## config.mk

```make
export PLATFORM = sky130hd
export DESIGN_NAME = cpwf_top
export DESIGN_NICKNAME = d
export VERILOG_FILES = /design/src/cpwf_pkg.sv /design/src/cpwf_wake_if.sv /design/src/cpwf_wake_filter.sv /design/src/cpwf_top.sv
export SDC_FILE = /design/constraint.sdc
export NUM_CORES = 1
export LEC_CHECK = 0
export BUFFER_PORTS_ARGS = -buffer_cell sky130_fd_sc_hd__buf_2
export CORE_AREA = 3 3 80 82
export DETAILED_ROUTE_END_ITERATION = 7
export DIE_AREA = 0 0 83 85
export PLACE_DENSITY = 0.87
export REMOVE_ABC_BUFFERS = 1
export SLEW_MARGIN = 10
export SYNTH_ARGS = -nofsm -noshare
export SYNTH_HDL_FRONTEND = slang
export SYNTH_SLANG_ARGS = --single-unit
```

## constraint.sdc

```tcl
create_clock -name aclk -period 3.85 [get_ports aclk]
set_input_delay 0.77 -clock aclk [delete_from_list [all_inputs] [get_ports aclk]]
set_output_delay 0.77 -clock aclk [all_outputs]
set_load 0.1 [all_outputs]
```

## src/cpwf_pkg.sv

```systemverilog
// Package of the CAN physical layer wake-up and fault control block.
// Assumes an AXI4-Lite register bus with 32-bit data on aclk.
package cpwf_pkg;
	// ========================================================================
	// Register byte offsets.
	localparam logic [7:0] CPWF_OFS_CTRL = 8'h00;
	localparam logic [7:0] CPWF_OFS_STAT = 8'h04;
	localparam logic [7:0] CPWF_OFS_FLAG = 8'h08;
	localparam logic [7:0] CPWF_OFS_MASK = 8'h0C;
	// ========================================================================
	// Control register fields.
	localparam int CPWF_CTRL_WUP_LSB = 0;
	localparam int CPWF_CTRL_EN_BIT = 2;
	localparam logic [2:0] CPWF_CTRL_RST = 3'h0;
	// ========================================================================
	// Wake-up select encodings.
	localparam logic [1:0] CPWF_WUP_OFF = 2'h0;
	localparam logic [1:0] CPWF_WUP_MASK1 = 2'h1;
	localparam logic [1:0] CPWF_WUP_TRANSP = 2'h2;
	localparam logic [1:0] CPWF_WUP_MASK2 = 2'h3;
	// ========================================================================
	// Flag layout: four voltage-failure bits, then two over-current bits; status holds the four voltage-failure bits only.
	localparam int CPWF_NFLAG = 6;
	localparam int CPWF_VF_N = 4;
	localparam int CPWF_VF_HL = 0;
	localparam int CPWF_VF_HH = 1;
	localparam int CPWF_VF_LL = 2;
	localparam int CPWF_VF_LH = 3;
	localparam int CPWF_OC_H = 4;
	localparam int CPWF_OC_L = 5;
	localparam logic [1:0] CPWF_RESP_OKAY = 2'h0;
	localparam logic [1:0] CPWF_RESP_SLVERR = 2'h2;
endpackage

```

## src/cpwf_wake_if.sv

```systemverilog
// Interface between the top and the wake-up filter.
// Assumes one clock domain on aclk.
interface cpwf_wake_if;
	logic stop_mode;
	logic [1:0] wakeup_filter_select;
	logic bus_rx;
	logic rx_out;
	modport ctrl (output stop_mode, output wakeup_filter_select, output bus_rx, input rx_out);
	modport filt (input stop_mode, input wakeup_filter_select, input bus_rx, output rx_out);
endinterface

```

## src/cpwf_wake_filter.sv

```systemverilog
// Stop-mode receive path with wake-up pulse masking.
// Assumes bus_rx is synchronous to aclk, dominant low.
module cpwf_wake_filter (
	input wire logic aclk,
	input wire logic aresetn,
	cpwf_wake_if.filt wk
);
	logic [1:0] cnt_reg, cnt_next;
	logic prev_reg, prev_next;
	logic rx_reg, rx_next;
	logic [1:0] need;

	// ========================================================================
	// Counts dominant pulses after stop entry and passes bus state once enough are masked.
	always_comb begin
		need = (wk.wakeup_filter_select == cpwf_pkg::CPWF_WUP_MASK1) ? 2'h1 :
			(wk.wakeup_filter_select == cpwf_pkg::CPWF_WUP_MASK2) ? 2'h2 : 2'h0;
		cnt_next = cnt_reg;
		prev_next = wk.bus_rx;
		rx_next = wk.bus_rx;
		if (!wk.stop_mode) begin
			cnt_next = 2'h0;
		end else if (wk.wakeup_filter_select == cpwf_pkg::CPWF_WUP_OFF) begin
			rx_next = 1'b1;
		end else if (wk.wakeup_filter_select == cpwf_pkg::CPWF_WUP_TRANSP) begin
			rx_next = wk.bus_rx;
		end else if (cnt_reg < need) begin
			rx_next = 1'b1;
			if (prev_reg && !wk.bus_rx) begin
				cnt_next = cnt_reg + 2'h1;
			end
		end else begin
			// Keeps the tail of the last masked pulse recessive until the bus is released.
			rx_next = (rx_reg && !prev_reg) ? 1'b1 : wk.bus_rx;
		end
	end

	// Registers the filter state.
	always_ff @(posedge aclk) begin
		if (!aresetn) begin
			cnt_reg <= 2'h0;
			prev_reg <= 1'b1;
			rx_reg <= 1'b1;
		end else begin
			cnt_reg <= cnt_next;
			prev_reg <= prev_next;
			rx_reg <= rx_next;
		end
	end

	assign wk.rx_out = rx_reg;
endmodule

```

## src/cpwf_top.sv

```systemverilog
// Digital control of a CAN physical layer: wake-up path and bus fault handling.
// Assumes synchronous fault inputs and an AXI4-Lite master on aclk.
module cpwf_top (
	input wire logic aclk,
	input wire logic aresetn,
	input wire logic [7:0] s_axi_awaddr,
	input wire logic s_axi_awvalid,
	output logic s_axi_awready,
	input wire logic [31:0] s_axi_wdata,
	input wire logic [3:0] s_axi_wstrb,
	input wire logic s_axi_wvalid,
	output logic s_axi_wready,
	output logic [1:0] s_axi_bresp,
	output logic s_axi_bvalid,
	input wire logic s_axi_bready,
	input wire logic [7:0] s_axi_araddr,
	input wire logic s_axi_arvalid,
	output logic s_axi_arready,
	output logic [31:0] s_axi_rdata,
	output logic [1:0] s_axi_rresp,
	output logic s_axi_rvalid,
	input wire logic s_axi_rready,
	input wire logic stop_mode,
	input wire logic bus_rx,
	input wire logic ctl_tx,
	input wire logic [3:0] vfail_in,
	input wire logic [1:0] ocur_in,
	output logic phy_receive_output,
	output logic canh_drive_en,
	output logic canl_drive_en,
	output logic listen_only,
	output logic irq
);
	localparam int NF = cpwf_pkg::CPWF_NFLAG;
	// Widths of the control register, of its wake-up select field and of the status field.
	localparam int CTRL_W = 3;
	localparam int WUP_W = 2;
	localparam int VF_W = cpwf_pkg::CPWF_VF_N;

	logic [2:0] ctrl_reg, ctrl_next;
	logic [3:0] vf_reg, vf_next;
	logic [NF-1:0] flag_reg, flag_next;
	logic [NF-1:0] mask_reg, mask_next;
	// Write side: held address and data, their one-cycle ready pulses, and the response.
	logic aw_reg, aw_next;
	logic w_reg, w_next;
	logic awrdy_reg, awrdy_next;
	logic wrdy_reg, wrdy_next;
	logic ws_reg, ws_next;
	logic b_reg, b_next;
	// Read side: address ready pulse and the held read answer.
	logic ar_reg, ar_next;
	logic r_reg, r_next;
	logic [7:0] awa_reg, awa_next;
	logic [31:0] wd_reg, wd_next;
	logic [31:0] rd_reg, rd_next;
	logic [1:0] br_reg, br_next;
	logic [1:0] rr_reg, rr_next;
	// Driver enables, listen-only and the interrupt line.
	logic hen_reg, hen_next;
	logic len_reg, len_next;
	logic lo_reg, lo_next;
	logic irq_reg, irq_next;
	// Per-cycle fault events, write-one clears and bus transfer strobes.
	logic [NF-1:0] set_ev;
	logic [NF-1:0] clr_mask;
	logic wr_fire;
	logic rd_fire;
	logic flag_read;
	// Driver decision terms.
	logic vf_high;
	logic oc_block;
	logic drv_on;

	// Carrier between the top and the wake-up filter.
	cpwf_wake_if wk();

	// Decodes whether a byte address hits a mapped register.
	function automatic logic cpwf_mapped(input logic [7:0] a);
		cpwf_mapped = (a == cpwf_pkg::CPWF_OFS_CTRL) || (a == cpwf_pkg::CPWF_OFS_STAT) ||
			(a == cpwf_pkg::CPWF_OFS_FLAG) || (a == cpwf_pkg::CPWF_OFS_MASK);
	endfunction

	// ========================================================================
	// Wake-up path; stop entry is the actual stop signal, wake-up goes to the controller.
	// Masking starts from the real stop input, so the window between sleep acknowledge
	// and stop entry is left to the controller's own low-pass filter.
	assign wk.stop_mode = stop_mode;
	assign wk.wakeup_filter_select = ctrl_reg[cpwf_pkg::CPWF_CTRL_WUP_LSB +: WUP_W];
	assign wk.bus_rx = bus_rx;

	// Stop-mode receive filter.
	cpwf_wake_filter cpwf_wake_filter_i (
		.aclk(aclk),
		.aresetn(aresetn),
		.wk(wk)
	);

	// ========================================================================
	// Fault events and driver enables.
	// A voltage-failure event is any change of a line condition against its status bit.
	// Over-current counts only while this device drives dominant, so a fault on an idle
	// bus cannot lock the driver off; the driver enables update on the same edge as the flags.
	always_comb begin
		set_ev = '0;
		for (int i = 0; i < cpwf_pkg::CPWF_VF_N; i++) begin
			set_ev[i] = vfail_in[i] != vf_reg[i];
		end
		set_ev[cpwf_pkg::CPWF_OC_H] = ocur_in[0] && !ctl_tx && hen_reg;
		set_ev[cpwf_pkg::CPWF_OC_L] = ocur_in[1] && !ctl_tx && len_reg;
		vf_high = vfail_in[cpwf_pkg::CPWF_VF_HH] || vfail_in[cpwf_pkg::CPWF_VF_LH];
		oc_block = flag_next[cpwf_pkg::CPWF_OC_H] || flag_next[cpwf_pkg::CPWF_OC_L];
		drv_on = ctrl_reg[cpwf_pkg::CPWF_CTRL_EN_BIT] && !vf_high && !oc_block;
		vf_next = vfail_in;
		hen_next = drv_on;
		len_next = drv_on && !vfail_in[cpwf_pkg::CPWF_VF_LL];
		lo_next = !drv_on;
	end

	// ========================================================================
	// AXI4-Lite slave: address and data taken in either order, one of each outstanding.
	// Each channel is held in its own flag; its ready is a one-cycle pulse, so a second
	// address offered while the data is still awaited is not accepted unseen.
	// The byte-lane strobe is latched with the data because the master may drop it
	// once the data handshake is done, before the write itself lands.
	// Reads answer from registers; a flag read clears the voltage-change flags.
	always_comb begin
		aw_next = aw_reg;
		w_next = w_reg;
		awrdy_next = 1'b0;
		wrdy_next = 1'b0;
		ws_next = ws_reg;
		awa_next = awa_reg;
		wd_next = wd_reg;
		b_next = b_reg;
		br_next = br_reg;
		ar_next = ar_reg;
		r_next = r_reg;
		rd_next = rd_reg;
		rr_next = rr_reg;
		ctrl_next = ctrl_reg;
		mask_next = mask_reg;
		clr_mask = '0;
		flag_read = 1'b0;
		if (s_axi_awvalid && !aw_reg && !b_reg) begin
			aw_next = 1'b1;
			awrdy_next = 1'b1;
			awa_next = s_axi_awaddr;
		end
		if (s_axi_wvalid && !w_reg && !b_reg) begin
			w_next = 1'b1;
			wrdy_next = 1'b1;
			wd_next = s_axi_wdata;
			ws_next = s_axi_wstrb[0];
		end
		wr_fire = aw_reg && w_reg && !b_reg;
		if (wr_fire) begin
			aw_next = 1'b0;
			w_next = 1'b0;
			b_next = 1'b1;
			br_next = cpwf_mapped(awa_reg) ? cpwf_pkg::CPWF_RESP_OKAY : cpwf_pkg::CPWF_RESP_SLVERR;
			if (ws_reg) begin
				unique case (awa_reg)
					cpwf_pkg::CPWF_OFS_CTRL: ctrl_next = wd_reg[CTRL_W-1:0];
					cpwf_pkg::CPWF_OFS_FLAG: clr_mask = wd_reg[NF-1:0];
					cpwf_pkg::CPWF_OFS_MASK: mask_next = wd_reg[NF-1:0];
					default: ;
				endcase
			end
		end else if (b_reg && s_axi_bready) begin
			b_next = 1'b0;
		end
		rd_fire = s_axi_arvalid && !ar_reg && !r_reg;
		ar_next = rd_fire;
		if (rd_fire) begin
			r_next = 1'b1;
			rr_next = cpwf_mapped(s_axi_araddr) ? cpwf_pkg::CPWF_RESP_OKAY :
				cpwf_pkg::CPWF_RESP_SLVERR;
			rd_next = '0;
			unique case (s_axi_araddr)
				cpwf_pkg::CPWF_OFS_CTRL: rd_next[CTRL_W-1:0] = ctrl_reg;
				cpwf_pkg::CPWF_OFS_STAT: rd_next[VF_W-1:0] = vf_reg;
				cpwf_pkg::CPWF_OFS_FLAG: begin
					rd_next[NF-1:0] = flag_reg;
					flag_read = 1'b1;
				end
				cpwf_pkg::CPWF_OFS_MASK: rd_next[NF-1:0] = mask_reg;
				default: ;
			endcase
		end else if (r_reg && s_axi_rready) begin
			r_next = 1'b0;
		end
	end

	// ========================================================================
	// Sticky flags: read clears voltage flags, write-one clears; a new event wins.
	// Over-current flags ignore the read clear, so only a deliberate write of one
	// re-enables the driver after an over-current.
	always_comb begin
		flag_next = flag_reg;
		if (flag_read) begin
			flag_next[cpwf_pkg::CPWF_VF_N-1:0] = '0;
		end
		flag_next = (flag_next & ~clr_mask) | set_ev;
		irq_next = |(flag_next & mask_reg);
	end

	// ========================================================================
	// State registers, one block for each group of state.
	// Every register runs on every edge; reset loads constants only.
	// Fault tracking and driver enables; listen-only is set out of reset so the
	// transmitter stays quiet until software enables normal mode.
	always_ff @(posedge aclk) begin
		if (!aresetn) begin
			vf_reg <= '0;
			hen_reg <= 1'b0;
			len_reg <= 1'b0;
			lo_reg <= 1'b1;
		end else begin
			vf_reg <= vf_next;
			hen_reg <= hen_next;
			len_reg <= len_next;
			lo_reg <= lo_next;
		end
	end

	// Sticky flags and the interrupt line.
	always_ff @(posedge aclk) begin
		if (!aresetn) begin
			flag_reg <= '0;
			irq_reg <= 1'b0;
		end else begin
			flag_reg <= flag_next;
			irq_reg <= irq_next;
		end
	end

	// Register bus handshake, held requests and the registers that software writes.
	always_ff @(posedge aclk) begin
		if (!aresetn) begin
			ctrl_reg <= cpwf_pkg::CPWF_CTRL_RST;
			mask_reg <= '0;
			aw_reg <= 1'b0;
			w_reg <= 1'b0;
			awrdy_reg <= 1'b0;
			wrdy_reg <= 1'b0;
			ws_reg <= 1'b0;
			b_reg <= 1'b0;
			ar_reg <= 1'b0;
			r_reg <= 1'b0;
			awa_reg <= '0;
			wd_reg <= '0;
			rd_reg <= '0;
			br_reg <= '0;
			rr_reg <= '0;
		end else begin
			ctrl_reg <= ctrl_next;
			mask_reg <= mask_next;
			aw_reg <= aw_next;
			w_reg <= w_next;
			awrdy_reg <= awrdy_next;
			wrdy_reg <= wrdy_next;
			ws_reg <= ws_next;
			b_reg <= b_next;
			ar_reg <= ar_next;
			r_reg <= r_next;
			awa_reg <= awa_next;
			wd_reg <= wd_next;
			rd_reg <= rd_next;
			br_reg <= br_next;
			rr_reg <= rr_next;
		end
	end

	// ========================================================================
	// Outputs straight from flip-flops; wake-up reaches the controller on the receive line.
	// Ready outputs are the one-cycle take pulses, not the held-request flags.
	assign s_axi_awready = awrdy_reg;
	assign s_axi_wready = wrdy_reg;
	assign s_axi_bvalid = b_reg;
	assign s_axi_bresp = br_reg;
	assign s_axi_arready = ar_reg;
	assign s_axi_rvalid = r_reg;
	assign s_axi_rdata = rd_reg;
	assign s_axi_rresp = rr_reg;
	assign phy_receive_output = wk.rx_out;
	assign canh_drive_en = hen_reg;
	assign canl_drive_en = len_reg;
	assign listen_only = lo_reg;
	assign irq = irq_reg;
endmodule

```

* Word level (Yosys, flattened, before mapping)
Index checks and enable logic that the tools add are counted.
W data, S select, Z words.
** Operators by class
- Add/sub/neg operators :: 1
- $lt $le $gt $ge :: 1
- Equality and inequality tests :: 13
- Multiplexer cells :: 24
- Bitwise logic cells :: 7
- Reductions and logical operators :: 50
** Operators by type and width (number)
- $eq A8 B4 Y1 const B :: 4
- $logic_and A1 B1 Y1 :: 19
- $mux W6 :: 3
- $eq A8 B3 Y1 const B :: 2
- $logic_not A8 Y1 :: 2
- $mux W1 :: 13
- $and A6 B6 Y6 :: 2
- $logic_not A1 Y1 :: 12
- $pmux W3 S4 :: 1
- $logic_or A1 B1 Y1 :: 8
- $mux W2 :: 4
- $not A6 Y6 :: 1
- $or A6 B6 Y6 :: 1
- $reduce_and A3 Y1 :: 2
- $reduce_or A6 Y1 :: 1
- $eq A2 B2 Y1 const B :: 2
- $mux W4 :: 1
- $ne A1 B1 Y1 :: 4
- $pmux W2 S2 :: 1
- $reduce_and A4 Y1 :: 1
- $reduce_bool A2 Y1 :: 2
- $not A1 Y1 :: 3
- $pmux W1 S3 :: 1
- $add A2 B1 Y2 const B :: 1
- 5 further kinds :: 5
** Word-level totals
- Register bits after elaboration :: 59
- Input bits :: 68
- Logic and storage cells :: 120

* Depth between registers and ports, before layout
- Word-level depth :: 11
- Mapped depth :: 7

* By module
A second synthesis with hierarchy kept.
** Unflattened totals
- Cells, all modules :: 268
- Area total of the unflattened synthesis :: 2587.5 um^2
** Modules (own cells, without submodules)
- cpwf_top :: times used 1, cells each 245, area each 2382.3 um^2, seq. area each 1061.0 um^2
- cpwf_wake_filter :: times used 1, cells each 23, area each 205.2 um^2, seq. area each 80.1 um^2

* Worst setup path before layout
Ideal clock, no wire load.
- Kind :: input port to flip-flop
- From :: input s_axi_araddr[5]
- To :: register irq_reg (netlist: irq)
- Library setup time :: 0.127 ns
- Data arrival time :: 2.048 ns
- Path slack :: 1.675 ns
- Stages on the path :: 6
- Path buffers :: 0
- Path through :: or4_4 -> nor3_4 -> nand4b_4 -> a31oi_2 -> o22a_1 -> a31oi_1
** On the way
- Cells in the longest elaborated chain, start to end :: 8
** Ends and longest elaborated chain
- start, declared :: RTL line cpwf_top.sv:16 : input wire logic [7:0] s_axi_araddr,
- $eq A8 B4 Y1 :: RTL line cpwf_top.sv:180 : unique case (s_axi_araddr)
- $mux W1 :: RTL line cpwf_top.sv:180
- $mux W1 :: RTL line cpwf_top.sv:175 : if (rd_fire) begin
- $mux W4 :: RTL line cpwf_top.sv:201 : if (flag_read) begin
- $and A6 B6 Y6 :: RTL line cpwf_top.sv:204 : flag_next = (flag_next & ~clr_mask) | set_ev;
- $or A6 B6 Y6 :: RTL line cpwf_top.sv:204
- $and A6 B6 Y6 :: RTL line cpwf_top.sv:205 : irq_next = |(flag_next & mask_reg);
- $reduce_or A6 Y1 :: RTL line cpwf_top.sv:205
- end signal, assigned :: RTL line cpwf_top.sv:234 : irq_reg <= irq_next;
- end, declared :: RTL line cpwf_top.sv:63 : logic irq_reg, irq_next;
No other way between the ends.
A chain may end at the register's enable or synchronous reset.

* Final worst setup path
- From :: register awa_reg[4]
- To :: register mask_reg[3]
** On the way
- Cells in the longest elaborated chain, start to end :: 2
** Ends and longest elaborated chain
- start, declared :: RTL line cpwf_top.sv:54 : logic [7:0] awa_reg, awa_next;
- start signal, assigned :: RTL line cpwf_top.sv:267 : awa_reg <= awa_next;
- $eq A8 B4 Y1 :: RTL line cpwf_top.sv:163 : unique case (awa_reg)
- $reduce_and A3 Y1 (no source line)
- end signal, assigned :: RTL line cpwf_top.sv:258 : mask_reg <= mask_next;
- end, declared :: RTL line cpwf_top.sv:43 : logic [NF-1:0] mask_reg, mask_next;
No other way between the ends.

==> flow_metrics.env <==
export IMPL_cts_root_buf="clkbuf_8"
export IMPL_synthCells=273
export IMPL_synth_edf_count=0
export IMPL_synth_distinct_cells=45
export IMPL_grt_pass1_vias=1840
export IMPL_drc=0
export IMPL_setup_viol=0
export IMPL_die_width_um=83
export IMPL_layout_common_cells="dfxtp_1, buf_2, nor2_1, conb_1, mux2i_1"
export IMPL_clockBufferDepth=2
export IMPL_fin_skew_ns=0.00831
export IMPL_gp_congestion=0.831
export IMPL_cts_hold_buf=0
export IMPL_critPathMaxStageDelay_ns=0.57
export IMPL_postSynth_asyncResetShare_pct=0
export IMPL_grt_use_total_pct=14.8
export IMPL_final_core_util_pct=52.1
export IMPL_maxClockFrequency_mhz=459
export IMPL_instances_no_fill=409
export IMPL_layout_drive_gt1_share_pct=27.2
export IMPL_postRouteAntennaNets=0
export IMPL_coreArea_um2=5820
export IMPL_cts_resized=0
export IMPL_area_growth_pct=17.2
export IMPL_clock_latency_ns=0.34
export IMPL_cp_end_kind="register"
export IMPL_portBuffers=56
export IMPL_slew_viol_final=0
export IMPL_placedInstanceArea_um2=2820
export IMPL_grt_pass1_wl_um=8200
export IMPL_layout_nets=399
export IMPL_leakage_nw=1.37
export IMPL_die_h_um=85
export IMPL_syn_area_um2=2590
export IMPL_worst_path_buf_inv=0
export IMPL_postCtsSetupBuffers=0
export IMPL_vias_per_cell=4.83
export IMPL_worstPathCellList="nor4_2 -> nor4bb_4 -> and3_1 -> mux2i_1 -> nor2_1"
export IMPL_slowest_stage="nor4bb_4"
export IMPL_antenna_cells=0
export IMPL_yosysSeqAreaShare_pct=44.1
export IMPL_synth_top_area_share_pct=44.1
export IMPL_final_min_clock_period_ns=2.18
export IMPL_fin_setup_tns_ns=0
export IMPL_cts_buffers=9
export IMPL_hp_class="reg -> reg"
export IMPL_stdcell_area_um2=3030
export IMPL_fin_crit_sh_pct=56.6
export IMPL_vdd_drop_max_mv=0.266
export IMPL_maxCapViolCount=0
export IMPL_worst_pin_slew_ns=0.919
export IMPL_ios=114
export IMPL_start_util_pct=44.5
export IMPL_cts_tree="yes"
export IMPL_synth_area_leaders="dfxtp_1, buf_4, mux2i_1"
export IMPL_yosys_area_top_type="dfxtp_1"
export IMPL_cp_top_family="simple AND/OR/NAND/NOR gates"
export IMPL_fill_cells=536
export IMPL_outcome="completed"
export IMPL_dr_total_vias=1974
export IMPL_dp_cells=394
export IMPL_grt_ovfl_total=0
export IMPL_yosysWarnings=0
export IMPL_largest_reg_flops=8
export IMPL_crit_required_ns=4.05
export IMPL_powerDensity_nw_per_um2=493
export IMPL_drt_wl_total_um=5230
export IMPL_rsz0062_at_grt="false"
export IMPL_path_class="reg -> reg"
export IMPL_dp_hpwl_um=3810
export IMPL_die_area_um2=7060
export IMPL_final_common_cell="dfxtp_1"
export IMPL_synth_avg_cell_area_um2=9.47
export IMPL_antenna_found_initial=0
export IMPL_num_rows=28
export IMPL_clkSinkCount=57
export IMPL_ff_latch_area_um2=1140
export IMPL_firstDrtPassIters=4
export IMPL_power_total_mw=1.50
export IMPL_multi_input_area_um2=1270
export IMPL_worstPathArrival_ns=2.38
export IMPL_hold_viol_final=0
export IMPL_htree_levels=3
export IMPL_first_iter_violations=65
export IMPL_ys_flop_type="dfxtp_1"
export IMPL_path_max_fanout=11
export IMPL_clkTransAtPathRegs_ns=0.06
export IMPL_routedWlPerCell_um=12.8
export IMPL_startpoint_type="register"
export IMPL_slew_headroom_pct=38.4
export IMPL_grt_max_degree=47
export IMPL_postSynthRegisterBits=57
==> through the flow <==
step	hold WS, ns	setup slack, ns
3_5_place_dp	0.444	1.37
4_1_cts	0.453	1.65
6_report	0.451	1.67
2_1_floorplan	0.442	1.57
3_3_place_gp	0.445	1.40
5_1_grt	0.474	1.48
==> power breakdown <==
part           total (mW)  leakage [nW]  switching [mW]  internal [mW]
combinational       0.273         0.796           0.215         0.0581
clock               0.587         0.112           0.223          0.365
sequential          0.635         0.466          0.0190          0.616
==> per-layer routing <==
metal	GRT usage [%]	vias to the layer above	wire (um)
li1	-	992	-
met1	15.6	907	2190
met2	25.4	62	2580
met3	5.83	13	331
met4	8.47	0	129
met5	0	-	0
==> logic make-up (layout without fill, tap and decap cells) <==
group           Yosys count  count (layout)  synth area share (%)
compound gates           32              32                  7.98
simple gates            105             105                  22.4
other cells               1              28                 0.145
mux                      27              27                  12.0
xor+xnor                  6               6                  2.03
fa+ha+maj                 1               1                 0.484
flops                    57              57                  44.1
buf+inv                  44              78                  10.8
==> layout make-up <==
| cell class | instances | area share (%) |
|---|---|---|
| clock inverter | 2 | 1.16 |
| clock buffer | 13 | 5.90 |
| sequential | 57 | 37.7 |
| tap | 75 | 3.10 |
| inverter | 6 | 0.743 |
| multi-input combinational | 199 | 41.9 |
| timing repair buffer | 57 | 9.50 |
==> Yosys cell counts, types with 4 or more instances <==
cell type / instances
a21oi_1: 15
a22oi_1: 5
and2_1: 8
buf_1: 4
buf_4: 28
dfxtp_1: 57
inv_1: 5
mux2i_1: 21
nand2_1: 16
nand2b_1: 5
nand3_1: 14
nor2_1: 43
o21ai_0: 4
xor2_1: 5
==> final timing paths <==
path	depth (start not counted)	slack [ns]	to	from
min	2	0.45	s_axi_rdata[4]$_SDFFE_PN0N_	s_axi_rdata[4]$_SDFFE_PN0N_
max reg2reg	5	1.67	mask_reg[3]$_SDFFE_PN0P_	awa_reg[4]$_SDFFE_PN0P_
min reg2reg	2	0.45	s_axi_rdata[4]$_SDFFE_PN0N_	s_axi_rdata[4]$_SDFFE_PN0N_
max	5	1.67	mask_reg[3]$_SDFFE_PN0P_	awa_reg[4]$_SDFFE_PN0P_
==> worst min-delay path, cell delays in order (launching register included) <==
cell and delay (ns):
dfxtp_1 0.30, nand2_1 0.05, a21oi_1 0.05
No activity file was read; power rests on OpenSTA's default activity.
